===== src/irc_pkg.sv =====
// Constants, register map and types shared by the infrared codec files
package irc_pkg;
    // ----------------------------------------------------------------
    // Register port
    // ----------------------------------------------------------------
    localparam int ADDR_W = 12;
    localparam int DATA_W = 8;
    localparam logic [11:0] ADDR_DIV_LOW = 12'hf47;
    localparam logic [11:0] ADDR_CTRL = 12'hf48;
    localparam logic [11:0] ADDR_STATUS = 12'hf49;
    localparam logic [7:0] DIV_LOW_RST = 8'h01;
    localparam logic [7:0] DATA_ZERO = 8'h00;
    localparam int CTRL_EN_BIT = 0;
    localparam int STAT_TX_BUSY_BIT = 0;
    localparam int STAT_RX_RUN_BIT = 1;
    localparam int STAT_RXD_BIT = 2;
    localparam int STAT_OVR_BIT = 3;
    localparam int STAT_FILL_LSB = 4;
    // ----------------------------------------------------------------
    // Baud divisor and symbol timing in baud ticks
    // ----------------------------------------------------------------
    localparam int DIV_W = 16;
    localparam logic [15:0] DIV_ONE = 16'h0001;
    localparam logic [3:0] CNT_ZERO = 4'h0;
    localparam logic [3:0] CNT_LAST = 4'hf;
    localparam logic [3:0] ENC_HIGH_FIRST = 4'h7;
    localparam logic [3:0] ENC_HIGH_LAST = 4'h9;
    localparam logic [3:0] DEC_UPDATE = 4'h8;
    localparam logic [3:0] DEC_WIN_OPEN = 4'hc;
    // ----------------------------------------------------------------
    // Decoded bit buffer
    // ----------------------------------------------------------------
    localparam logic [1:0] FIFO_DEPTH = 2'h2;
    localparam logic [1:0] FIFO_NONE = 2'h0;
    typedef enum logic {IRC_ENC_IDLE, IRC_ENC_RUN} irc_enc_state_t;
    typedef enum logic {IRC_DEC_IDLE, IRC_DEC_RUN} irc_dec_state_t;
endpackage


===== src/irc_baud_if.sv =====
// Divisor and baud tick between the codec and its tick generator
interface irc_baud_if;
    logic [15:0] divisor;
    logic tick;
    modport gen (input divisor, output tick);
    modport user (output divisor, input tick);
endinterface


===== src/irc_baud_gen.sv =====
// Baud tick generator: one clock-wide tick per divisor count
module irc_baud_gen
    import irc_pkg::*;
(
    input wire logic clk,
    input wire logic rst_n,
    irc_baud_if.gen bif
);
    logic [15:0] cnt_r;
    logic tick_r;

    // ----------------------------------------------------------------
    // Down counter
    // ----------------------------------------------------------------
    // one tick per divisor count
    always_ff @(posedge clk or negedge rst_n) begin
        if (!rst_n) begin
            cnt_r <= DIV_ONE;
        end else if (cnt_r <= DIV_ONE) begin
            cnt_r <= bif.divisor;
        end else begin
            cnt_r <= cnt_r - DIV_ONE;
        end
    end

    // tick rate is clock over divisor
    always_ff @(posedge clk or negedge rst_n) begin
        if (!rst_n) begin
            tick_r <= 1'b0;
        end else begin
            tick_r <= (cnt_r <= DIV_ONE);
        end
    end

    assign bif.tick = tick_r;
endmodule


===== src/irc_codec.sv =====
// Infrared symbol encoder and decoder between a UART and an IR transceiver
// --------------------------------------------------------------------
// Notes on behaviour
// - Bit rate equals system clock over sixteen times the divisor.
// - Divisor is high byte joined with low byte, sixteen bits.
// - Enable bit routes UART traffic through the codec, else pins direct.
// - Enabled: UART output stays inside, encoded signal drives transmit pin.
// - Enabled: receive pin is decoded and fed to the UART input.
// - No receive starts or resyncs while transmitting; a transmit may start while the decoder runs.
// - Every coded bit lasts sixteen baud ticks both ways.
// - A one bit keeps the output low all sixteen ticks.
// - A zero bit is seven low, three high, six low ticks.
// - Decoder counts zero to fifteen, cleared on a falling edge taken while idle or with the window open.
// - Decoded bit reaches the UART at count eight, eight ticks late.
// - Window opens at count twelve, stays open until count eight.
// - Pulse in window decodes zero; none decodes one and idles.
// - Resynchronising the decoder never disturbs the UART receiver.
// --------------------------------------------------------------------
//
// Strobed register access is this design's own decision.
module irc_codec
    import irc_pkg::*;
(
    input wire logic CLK,
    input wire logic RST_N,
    input wire logic [irc_pkg::ADDR_W-1:0] ADDR,
    input wire logic [irc_pkg::DATA_W-1:0] WDATA,
    input wire logic WR,
    input wire logic RD,
    output logic [irc_pkg::DATA_W-1:0] RDATA,
    input wire logic [irc_pkg::DATA_W-1:0] DIV_HIGH,
    input wire logic UART_TXD,
    output logic UART_RXD,
    output logic TXD_PIN,
    input wire logic RXD_PIN,
    output logic RX_BIT_DATA,
    output logic RX_BIT_VALID,
    input wire logic RX_BIT_READY
);
    import irc_pkg::*;

    function automatic logic [3:0] cnt_inc(input logic [3:0] c);
        cnt_inc = c + 4'h1;
    endfunction

    function automatic logic in_pulse(input logic [3:0] c);
        in_pulse = (c >= ENC_HIGH_FIRST) && (c <= ENC_HIGH_LAST);
    endfunction

    logic [7:0] div_low_r;
    logic en_r;
    logic ovr_r;
    logic [7:0] rdata_r;
    logic tick;
    irc_enc_state_t enc_state_r;
    logic [3:0] enc_cnt_r;
    logic enc_bit_r;
    logic ir_out_r;
    logic tx_busy;
    irc_dec_state_t dec_state_r;
    logic [3:0] dec_cnt_r;
    logic [3:0] dec_cnt_nxt;
    logic dec_win_r;
    logic dec_rxd_r;
    logic rx_prev_r;
    logic fall;
    logic fall_take;
    logic dec_push;
    logic dec_run;
    logic fifo_mem_r [0:1];
    logic fifo_wp_r;
    logic fifo_rp_r;
    logic [1:0] fifo_cnt_r;
    logic fifo_in_ready;
    logic fifo_pop;
    logic fifo_push;

    // ----------------------------------------------------------------
    // Baud tick generator
    // ----------------------------------------------------------------
    irc_baud_if bif ();

    assign bif.divisor = {DIV_HIGH, div_low_r};
    assign tick = bif.tick;

    irc_baud_gen u_baud (
        .clk (CLK),
        .rst_n (RST_N),
        .bif (bif)
    );

    // ----------------------------------------------------------------
    // Register port
    // ----------------------------------------------------------------
    always_ff @(posedge CLK or negedge RST_N) begin
        if (!RST_N) begin
            div_low_r <= DIV_LOW_RST;
        end else if (WR && ADDR == ADDR_DIV_LOW) begin
            div_low_r <= WDATA;
        end
    end

    always_ff @(posedge CLK or negedge RST_N) begin
        if (!RST_N) begin
            en_r <= 1'b0;
        end else if (WR && ADDR == ADDR_CTRL) begin
            en_r <= WDATA[CTRL_EN_BIT];
        end
    end

    // Overrun flag: a new loss wins over a clear
    always_ff @(posedge CLK or negedge RST_N) begin
        if (!RST_N) begin
            ovr_r <= 1'b0;
        end else if (dec_push && !fifo_in_ready) begin
            ovr_r <= 1'b1;
        end else if (WR && ADDR == ADDR_STATUS && WDATA[STAT_OVR_BIT]) begin
            ovr_r <= 1'b0;
        end
    end

    always_ff @(posedge CLK or negedge RST_N) begin
        if (!RST_N) begin
            rdata_r <= DATA_ZERO;
        end else if (RD) begin
            case (ADDR)
                ADDR_DIV_LOW: rdata_r <= div_low_r;
                ADDR_CTRL: begin
                    rdata_r <= DATA_ZERO;
                    rdata_r[CTRL_EN_BIT] <= en_r;
                end
                ADDR_STATUS: begin
                    rdata_r <= DATA_ZERO;
                    rdata_r[STAT_TX_BUSY_BIT] <= tx_busy;
                    rdata_r[STAT_RX_RUN_BIT] <= dec_run;
                    rdata_r[STAT_RXD_BIT] <= dec_rxd_r;
                    rdata_r[STAT_OVR_BIT] <= ovr_r;
                    rdata_r[STAT_FILL_LSB +: 2] <= fifo_cnt_r;
                end
                default: rdata_r <= DATA_ZERO;
            endcase
        end else begin
            rdata_r <= DATA_ZERO;
        end
    end

    assign RDATA = rdata_r;

    // ----------------------------------------------------------------
    // Encoder
    // ----------------------------------------------------------------
    // sixteen ticks per transmitted bit
    always_ff @(posedge CLK or negedge RST_N) begin
        if (!RST_N) begin
            enc_state_r <= IRC_ENC_IDLE;
            enc_cnt_r <= CNT_ZERO;
            enc_bit_r <= 1'b1;
        end else if (!en_r) begin
            enc_state_r <= IRC_ENC_IDLE;
            enc_cnt_r <= CNT_ZERO;
            enc_bit_r <= 1'b1;
        end else if (tick) begin
            case (enc_state_r)
                IRC_ENC_IDLE: begin
                    if (!UART_TXD) begin
                        enc_state_r <= IRC_ENC_RUN;
                        enc_cnt_r <= CNT_ZERO;
                        enc_bit_r <= 1'b0;
                    end
                end
                IRC_ENC_RUN: begin
                    enc_cnt_r <= cnt_inc(enc_cnt_r);
                    if (enc_cnt_r == CNT_LAST) begin
                        enc_bit_r <= UART_TXD;
                        if (UART_TXD) begin
                            enc_state_r <= IRC_ENC_IDLE;
                        end
                    end
                end
                default: enc_state_r <= IRC_ENC_IDLE;
            endcase
        end
    end

    assign tx_busy = (enc_state_r == IRC_ENC_RUN);

    // zero bit pulses high in ticks seven to nine
    always_ff @(posedge CLK or negedge RST_N) begin
        if (!RST_N) begin
            ir_out_r <= 1'b0;
        end else begin
            ir_out_r <= tx_busy && !enc_bit_r && in_pulse(enc_cnt_r);
        end
    end

    // encoded signal drives the transmit pin when enabled, else UART_TXD does
    assign TXD_PIN = en_r ? ir_out_r : UART_TXD;

    // ----------------------------------------------------------------
    // Decoder
    // ----------------------------------------------------------------
    always_ff @(posedge CLK or negedge RST_N) begin
        if (!RST_N) begin
            rx_prev_r <= 1'b0;
        end else begin
            rx_prev_r <= RXD_PIN;
        end
    end

    assign fall = en_r && !tx_busy && rx_prev_r && !RXD_PIN;
    assign dec_run = (dec_state_r == IRC_DEC_RUN);
    assign fall_take = fall && (!dec_run || dec_win_r);
    assign dec_cnt_nxt = cnt_inc(dec_cnt_r);
    assign dec_push = dec_run && !fall_take && tick && dec_cnt_nxt == DEC_UPDATE;

    // counter cleared on a falling edge taken while idle or with the window open
    // window opens at twelve, closes at eight
    // no pulse in window means idle again
    always_ff @(posedge CLK or negedge RST_N) begin
        if (!RST_N) begin
            dec_state_r <= IRC_DEC_IDLE;
            dec_cnt_r <= CNT_ZERO;
            dec_win_r <= 1'b0;
        end else if (!en_r) begin
            dec_state_r <= IRC_DEC_IDLE;
            dec_cnt_r <= CNT_ZERO;
            dec_win_r <= 1'b0;
        end else if (fall_take) begin
            dec_state_r <= IRC_DEC_RUN;
            dec_cnt_r <= CNT_ZERO;
            dec_win_r <= 1'b0;
        end else if (dec_run && tick) begin
            dec_cnt_r <= dec_cnt_nxt;
            if (dec_cnt_nxt == DEC_WIN_OPEN) begin
                dec_win_r <= 1'b1;
            end else if (dec_cnt_nxt == DEC_UPDATE && dec_win_r) begin
                dec_state_r <= IRC_DEC_IDLE;
                dec_win_r <= 1'b0;
            end
        end
    end

    // decoded bit updated at count eight
    // idle line stays one between bits
    always_ff @(posedge CLK or negedge RST_N) begin
        if (!RST_N) begin
            dec_rxd_r <= 1'b1;
        end else if (!en_r) begin
            dec_rxd_r <= 1'b1;
        end else if (dec_push) begin
            dec_rxd_r <= dec_win_r;
        end
    end

    // decoded stream feeds the UART input when enabled, else RXD_PIN does
    assign UART_RXD = en_r ? dec_rxd_r : RXD_PIN;

    // ----------------------------------------------------------------
    // Decoded bit buffer
    // ----------------------------------------------------------------
    assign fifo_in_ready = (fifo_cnt_r != FIFO_DEPTH);
    assign fifo_push = dec_push && fifo_in_ready;
    assign fifo_pop = RX_BIT_VALID && RX_BIT_READY;
    assign RX_BIT_VALID = (fifo_cnt_r != FIFO_NONE);
    assign RX_BIT_DATA = fifo_mem_r[fifo_rp_r];

    always_ff @(posedge CLK or negedge RST_N) begin
        if (!RST_N) begin
            fifo_mem_r[0] <= 1'b1;
            fifo_mem_r[1] <= 1'b1;
        end else if (fifo_push) begin
            fifo_mem_r[fifo_wp_r] <= dec_win_r;
        end
    end

    always_ff @(posedge CLK or negedge RST_N) begin
        if (!RST_N) begin
            fifo_wp_r <= 1'b0;
            fifo_rp_r <= 1'b0;
            fifo_cnt_r <= FIFO_NONE;
        end else begin
            if (fifo_push) begin
                fifo_wp_r <= !fifo_wp_r;
            end
            if (fifo_pop) begin
                fifo_rp_r <= !fifo_rp_r;
            end
            if (fifo_push && !fifo_pop) begin
                fifo_cnt_r <= fifo_cnt_r + 2'h1;
            end else if (fifo_pop && !fifo_push) begin
                fifo_cnt_r <= fifo_cnt_r - 2'h1;
            end
        end
    end
endmodule


===== config.mk =====
export PLATFORM = sky130hd
export DESIGN_NAME = irc_codec
export DESIGN_NICKNAME = d
export VERILOG_FILES = /design/src/irc_pkg.sv /design/src/irc_baud_if.sv /design/src/irc_baud_gen.sv /design/src/irc_codec.sv
export SDC_FILE = /design/constraint.sdc
export NUM_CORES = 1
export LEC_CHECK = 0
export ABC_AREA = 1
export BUFFER_PORTS_ARGS = -buffer_cell sky130_fd_sc_hd__buf_4
export CAP_MARGIN = 20
export CELL_PAD_IN_SITES_DETAIL_PLACEMENT = 1
export CELL_PAD_IN_SITES_GLOBAL_PLACEMENT = 1
export CORE_MARGIN = 5
export CORE_UTILIZATION = 45
export CTS_BUF_LIST = sky130_fd_sc_hd__clkbuf_16
export CTS_CLUSTER_SIZE = 16
export DETAILED_ROUTE_END_ITERATION = 10
export PLACE_DENSITY_LB_ADDON = 0.1
export SKIP_CTS_REPAIR_TIMING = 1
export SYNTH_ARGS = -nofsm -noshare
export SYNTH_HDL_FRONTEND = slang
export SYNTH_SLANG_ARGS = --single-unit

===== constraint.sdc =====
create_clock -name CLK -period 4.1 [get_ports CLK]
set_input_delay 0.41 -clock CLK [delete_from_list [all_inputs] [get_ports CLK]]
set_output_delay 0.41 -clock CLK [all_outputs]
set_load 0.01 [all_outputs]

==> impl_metrics.py <==
metrics = {
    "sta": {
        "maxSlewViolCount": 0,
        "hold_ws_ns": 0.164,
        "layout_setup_ws_ns": 1.78,
        "tightest_slew_ns": 0.721,
        "rsz0062_at_grt": "false",
        "final.period_utilization_pct": 56.6,
        "finalWorstPathRequiredPeriod_ns": 2.32,
        "finalHoldViolations": 0,
        "setup_violations": 0,
        "finalSetupTns_ns": 0,
        "clock_skew_ns": 0.0140,
        "fmax_mhz": 431,
        "slew_headroom_pct": 52.0,
    },
    "clocking": {
        "clk_latency_ns": 0.30,
        "clk_transition_reported_paths_ns": 0.08,
        "cts_buffers": 5,
        "cts_tree": "done",
        "cts.path.max_buffers": 2,
        "clock-root-buffer": "clkbuf_16",
        "htree_num_levels": 2,
        "clock-sinks": 56,
    },
    "global_routing": {
        "track_usage_pct": 19.9,
        "grt_first_pass_wirelength_mm": 13.6,
        "antenna_found_initial": 0,
        "gr-total-overflow": 0,
        "grt_max_degree": 57,
        "grt_pass1_vias": 2943,
    },
    "cells_and_area": {
        "area_delta_synth_final_pct": 18.0,
        "final_cell_mix": "nand2_1, inv_1, dfrtp_1",
        "fillers": 838,
        "diodes": 0,
        "seq_area_sq_um": 1410,
        "fin_util_pct": 54.2,
        "final_nets": 482,
        "multi_input_area_sq_um": 1430,
        "final_common_cell": "nand2_1",
        "drive_above_1_share_pct": 20.9,
        "final_cells": 520,
    },
    "routing": {
        "wire_per_inst_um": 15.4,
        "first_pass_iters": 4,
        "initialDrtViolationCount": 114,
        "route.vias.total": 2672,
        "routed_wl_mm": 8.01,
        "viasPerCell": 5.14,
        "drc_errors": 0,
        "postRouteAntennaNets": 0,
    },
    "yosys": {
        "syn-num-nets": 432,
        "yosys_warnings": 0,
        "synth_top_family_by_area": "simple AND/OR/NAND/NOR gates",
        "synth_seq_cells": 56,
        "synthCells": 389,
        "synthDistinctLibCells": 32,
        "yosys.area_share.adder_pct": 3.22,
        "synth-seq-area-share_pct": 45.3,
        "synth_top_cell_by_area": "dfrtp_1",
        "async_reset_ff_share_pct": 100,
        "synth_simple_gate_area_share_pct": 29.8,
        "synth_ff_type": "dfrtp_1",
        "synth_edf_count": 0,
        "synth_top_area_share_pct": 40.3,
        "synth_area_sq_um": 3110,
        "synthMuxAreaShare_pct": 0,
        "synth_compound_area_share_pct": 9.46,
        "synth_area_per_cell_sq_um": 7.99,
        "synth_xor_area_share_pct": 3.66,
        "synth_area_leaders": "dfrtp_1, nand2_1, inv_1",
    },
    "placed_design": {
        "port_buffers": 46,
        "post-dp-hpwl_mm": 6.03,
        "place_ws_ns": 1.80,
        "gp_congestion": 0.814,
        "dp_cells": 512,
    },
    "worst_setup_path": {
        "crit_chain": "inv_1 > nor2_1 > nand4_1 > nand2_1 > nor2_4 > nand2_1 > inv_1 > ha_1 > a21oi_1 > o21ai_0 > xor2_1",
        "cp_max_fo": 11,
        "max_stage_delay_ns": 0.55,
        "cp-end-kind": "register",
        "worst-setup-path-type": "register to register",
        "startpoint_type": "register",
        "critPathRequiredTime_ns": 4.29,
        "cp_slowest_cell": "dfrtp_1",
        "reg2reg_setup_slack_ns": 1.78,
        "arrival_ns": 2.51,
    },
    "run": {
        "maxCapViolCount": 0,
    },
    "floorplan": {
        "core_sq_um": 6760,
        "row_count": 30,
        "initial_utilization_pct": 46.0,
        "chipWidth_um": 93.1,
        "die_y_um": 93.1,
        "io_pins": 47,
        "dieArea_sq_um": 8670,
    },
    "power_and_ir_drop": {
        "sw_frac_of_total_pct": 25.3,
        "p_int_w": 0.000848,
        "p_leak_nw": 1.85,
        "ir_drop_v": 0.000183,
        "switchingPower_w": 0.000287,
        "pwr-share-clk_pct": 38.3,
        "powerDensity_nw_per_um2": 310,
        "p_seq_share_pct": 51.1,
        "p_comb_share_pct": 10.6,
    },
    "status": {
        "run_status": "finished clean",
    },
    "hold_path": {
        "min_path_type": "input port to asynchronous set/reset pin",
    },
}
==> state kept, by name, summed over array words and instances (netlist names), 2 cells and up <==
name          flops
fifo_mem_r        2
fifo_cnt_r        2
div_low_r         8
RDATA             8
enc_cnt_r         4
u_baud.cnt_r     16
dec_cnt_r         4
==> kinds of logic (layout without fill, tap and decap cells) <==
group           count (synthesis)  count (layout)
simple gates                  200             200
buf+inv                        63             114
flops                          56              56
compound gates                 49              49
xor+xnor                       13              13
fa+ha+maj                       8               8
==> path summary, 6_finish.rpt <==
kind,depth (start not counted),start,end
setup / recovery,11,en_r,fifo_cnt_r[1]
hold / removal,1,RST_N,enc_cnt_r[1]
setup reg to reg,11,en_r,fifo_cnt_r[1]
hold reg to reg,2,fifo_mem_r[0],fifo_mem_r[0]
max in group asynchronous,1,RST_N,u_baud.cnt_r[2]
min in group CLK,1,RXD_PIN,rx_prev_r
==> power by group through the flow <==
stage	logic, W	clock network, W	registers [W]
after floorplan	0.0000590	0	0.000589
after global placement	0.000117	0	0.000592
after detailed placement	0.000122	0	0.000592
after CTS	0.000123	0.000449	0.000581
after global routing	0.000136	0.000473	0.000583
final	0.000120	0.000434	0.000580
==> area by class of cell <==
type,count,area share (%)
well taps,80,2.73
flip-flops and latches,56,38.4
multi-input cells,270,39.1
clock buffers,5,3.41
inverters,60,6.21
repair buffers,46,9.42
clock inverters,3,0.649
==> cell usage after synthesis (6+ instances only) <==
| master | count |
|---|---|
| xor2_1 | 8 |
| nor3_1 | 7 |
| a21oi_1 | 14 |
| nand2_2 | 8 |
| o21ai_0 | 22 |
| nand2_1 | 101 |
| dfstp_2 | 6 |
| ha_1 | 8 |
| nand3_1 | 21 |
| inv_1 | 56 |
| nor2_1 | 37 |
| dfrtp_1 | 50 |
| nand4_1 | 12 |
==> layer usage <==
metal  part of all wire, %  track usage [%]  vias up
li1                      -                -     1322
met1                    43             23.8     1284
met2                    52             35.9       49
met3                   3.2             3.22       17
met4                   2.0             6.84        0
met5                     0                0        -
==> through the flow <==
step	cell area, sq um	power (W)
2_1_floorplan	3110	0.000648
3_3_place_gp	3520	0.000709
3_5_place_dp	3520	0.000714
4_1_cts	3660	0.00115
5_1_grt	3660	0.00119
6_report	3660	0.00114
==> critical path: cells and delay by family (launching register included) <==
family	cells	cell delay (ns)
AND/OR/NAND/NOR	5	0.78
XOR/XNOR	1	0.15
AO/OA/AOI/OAI	2	0.23
buffers and inverters	2	0.22
flip-flops	1	0.55
adder cells (fa/ha/maj)	1	0.29
Note: power is estimated with default switching activity, not from simulation.
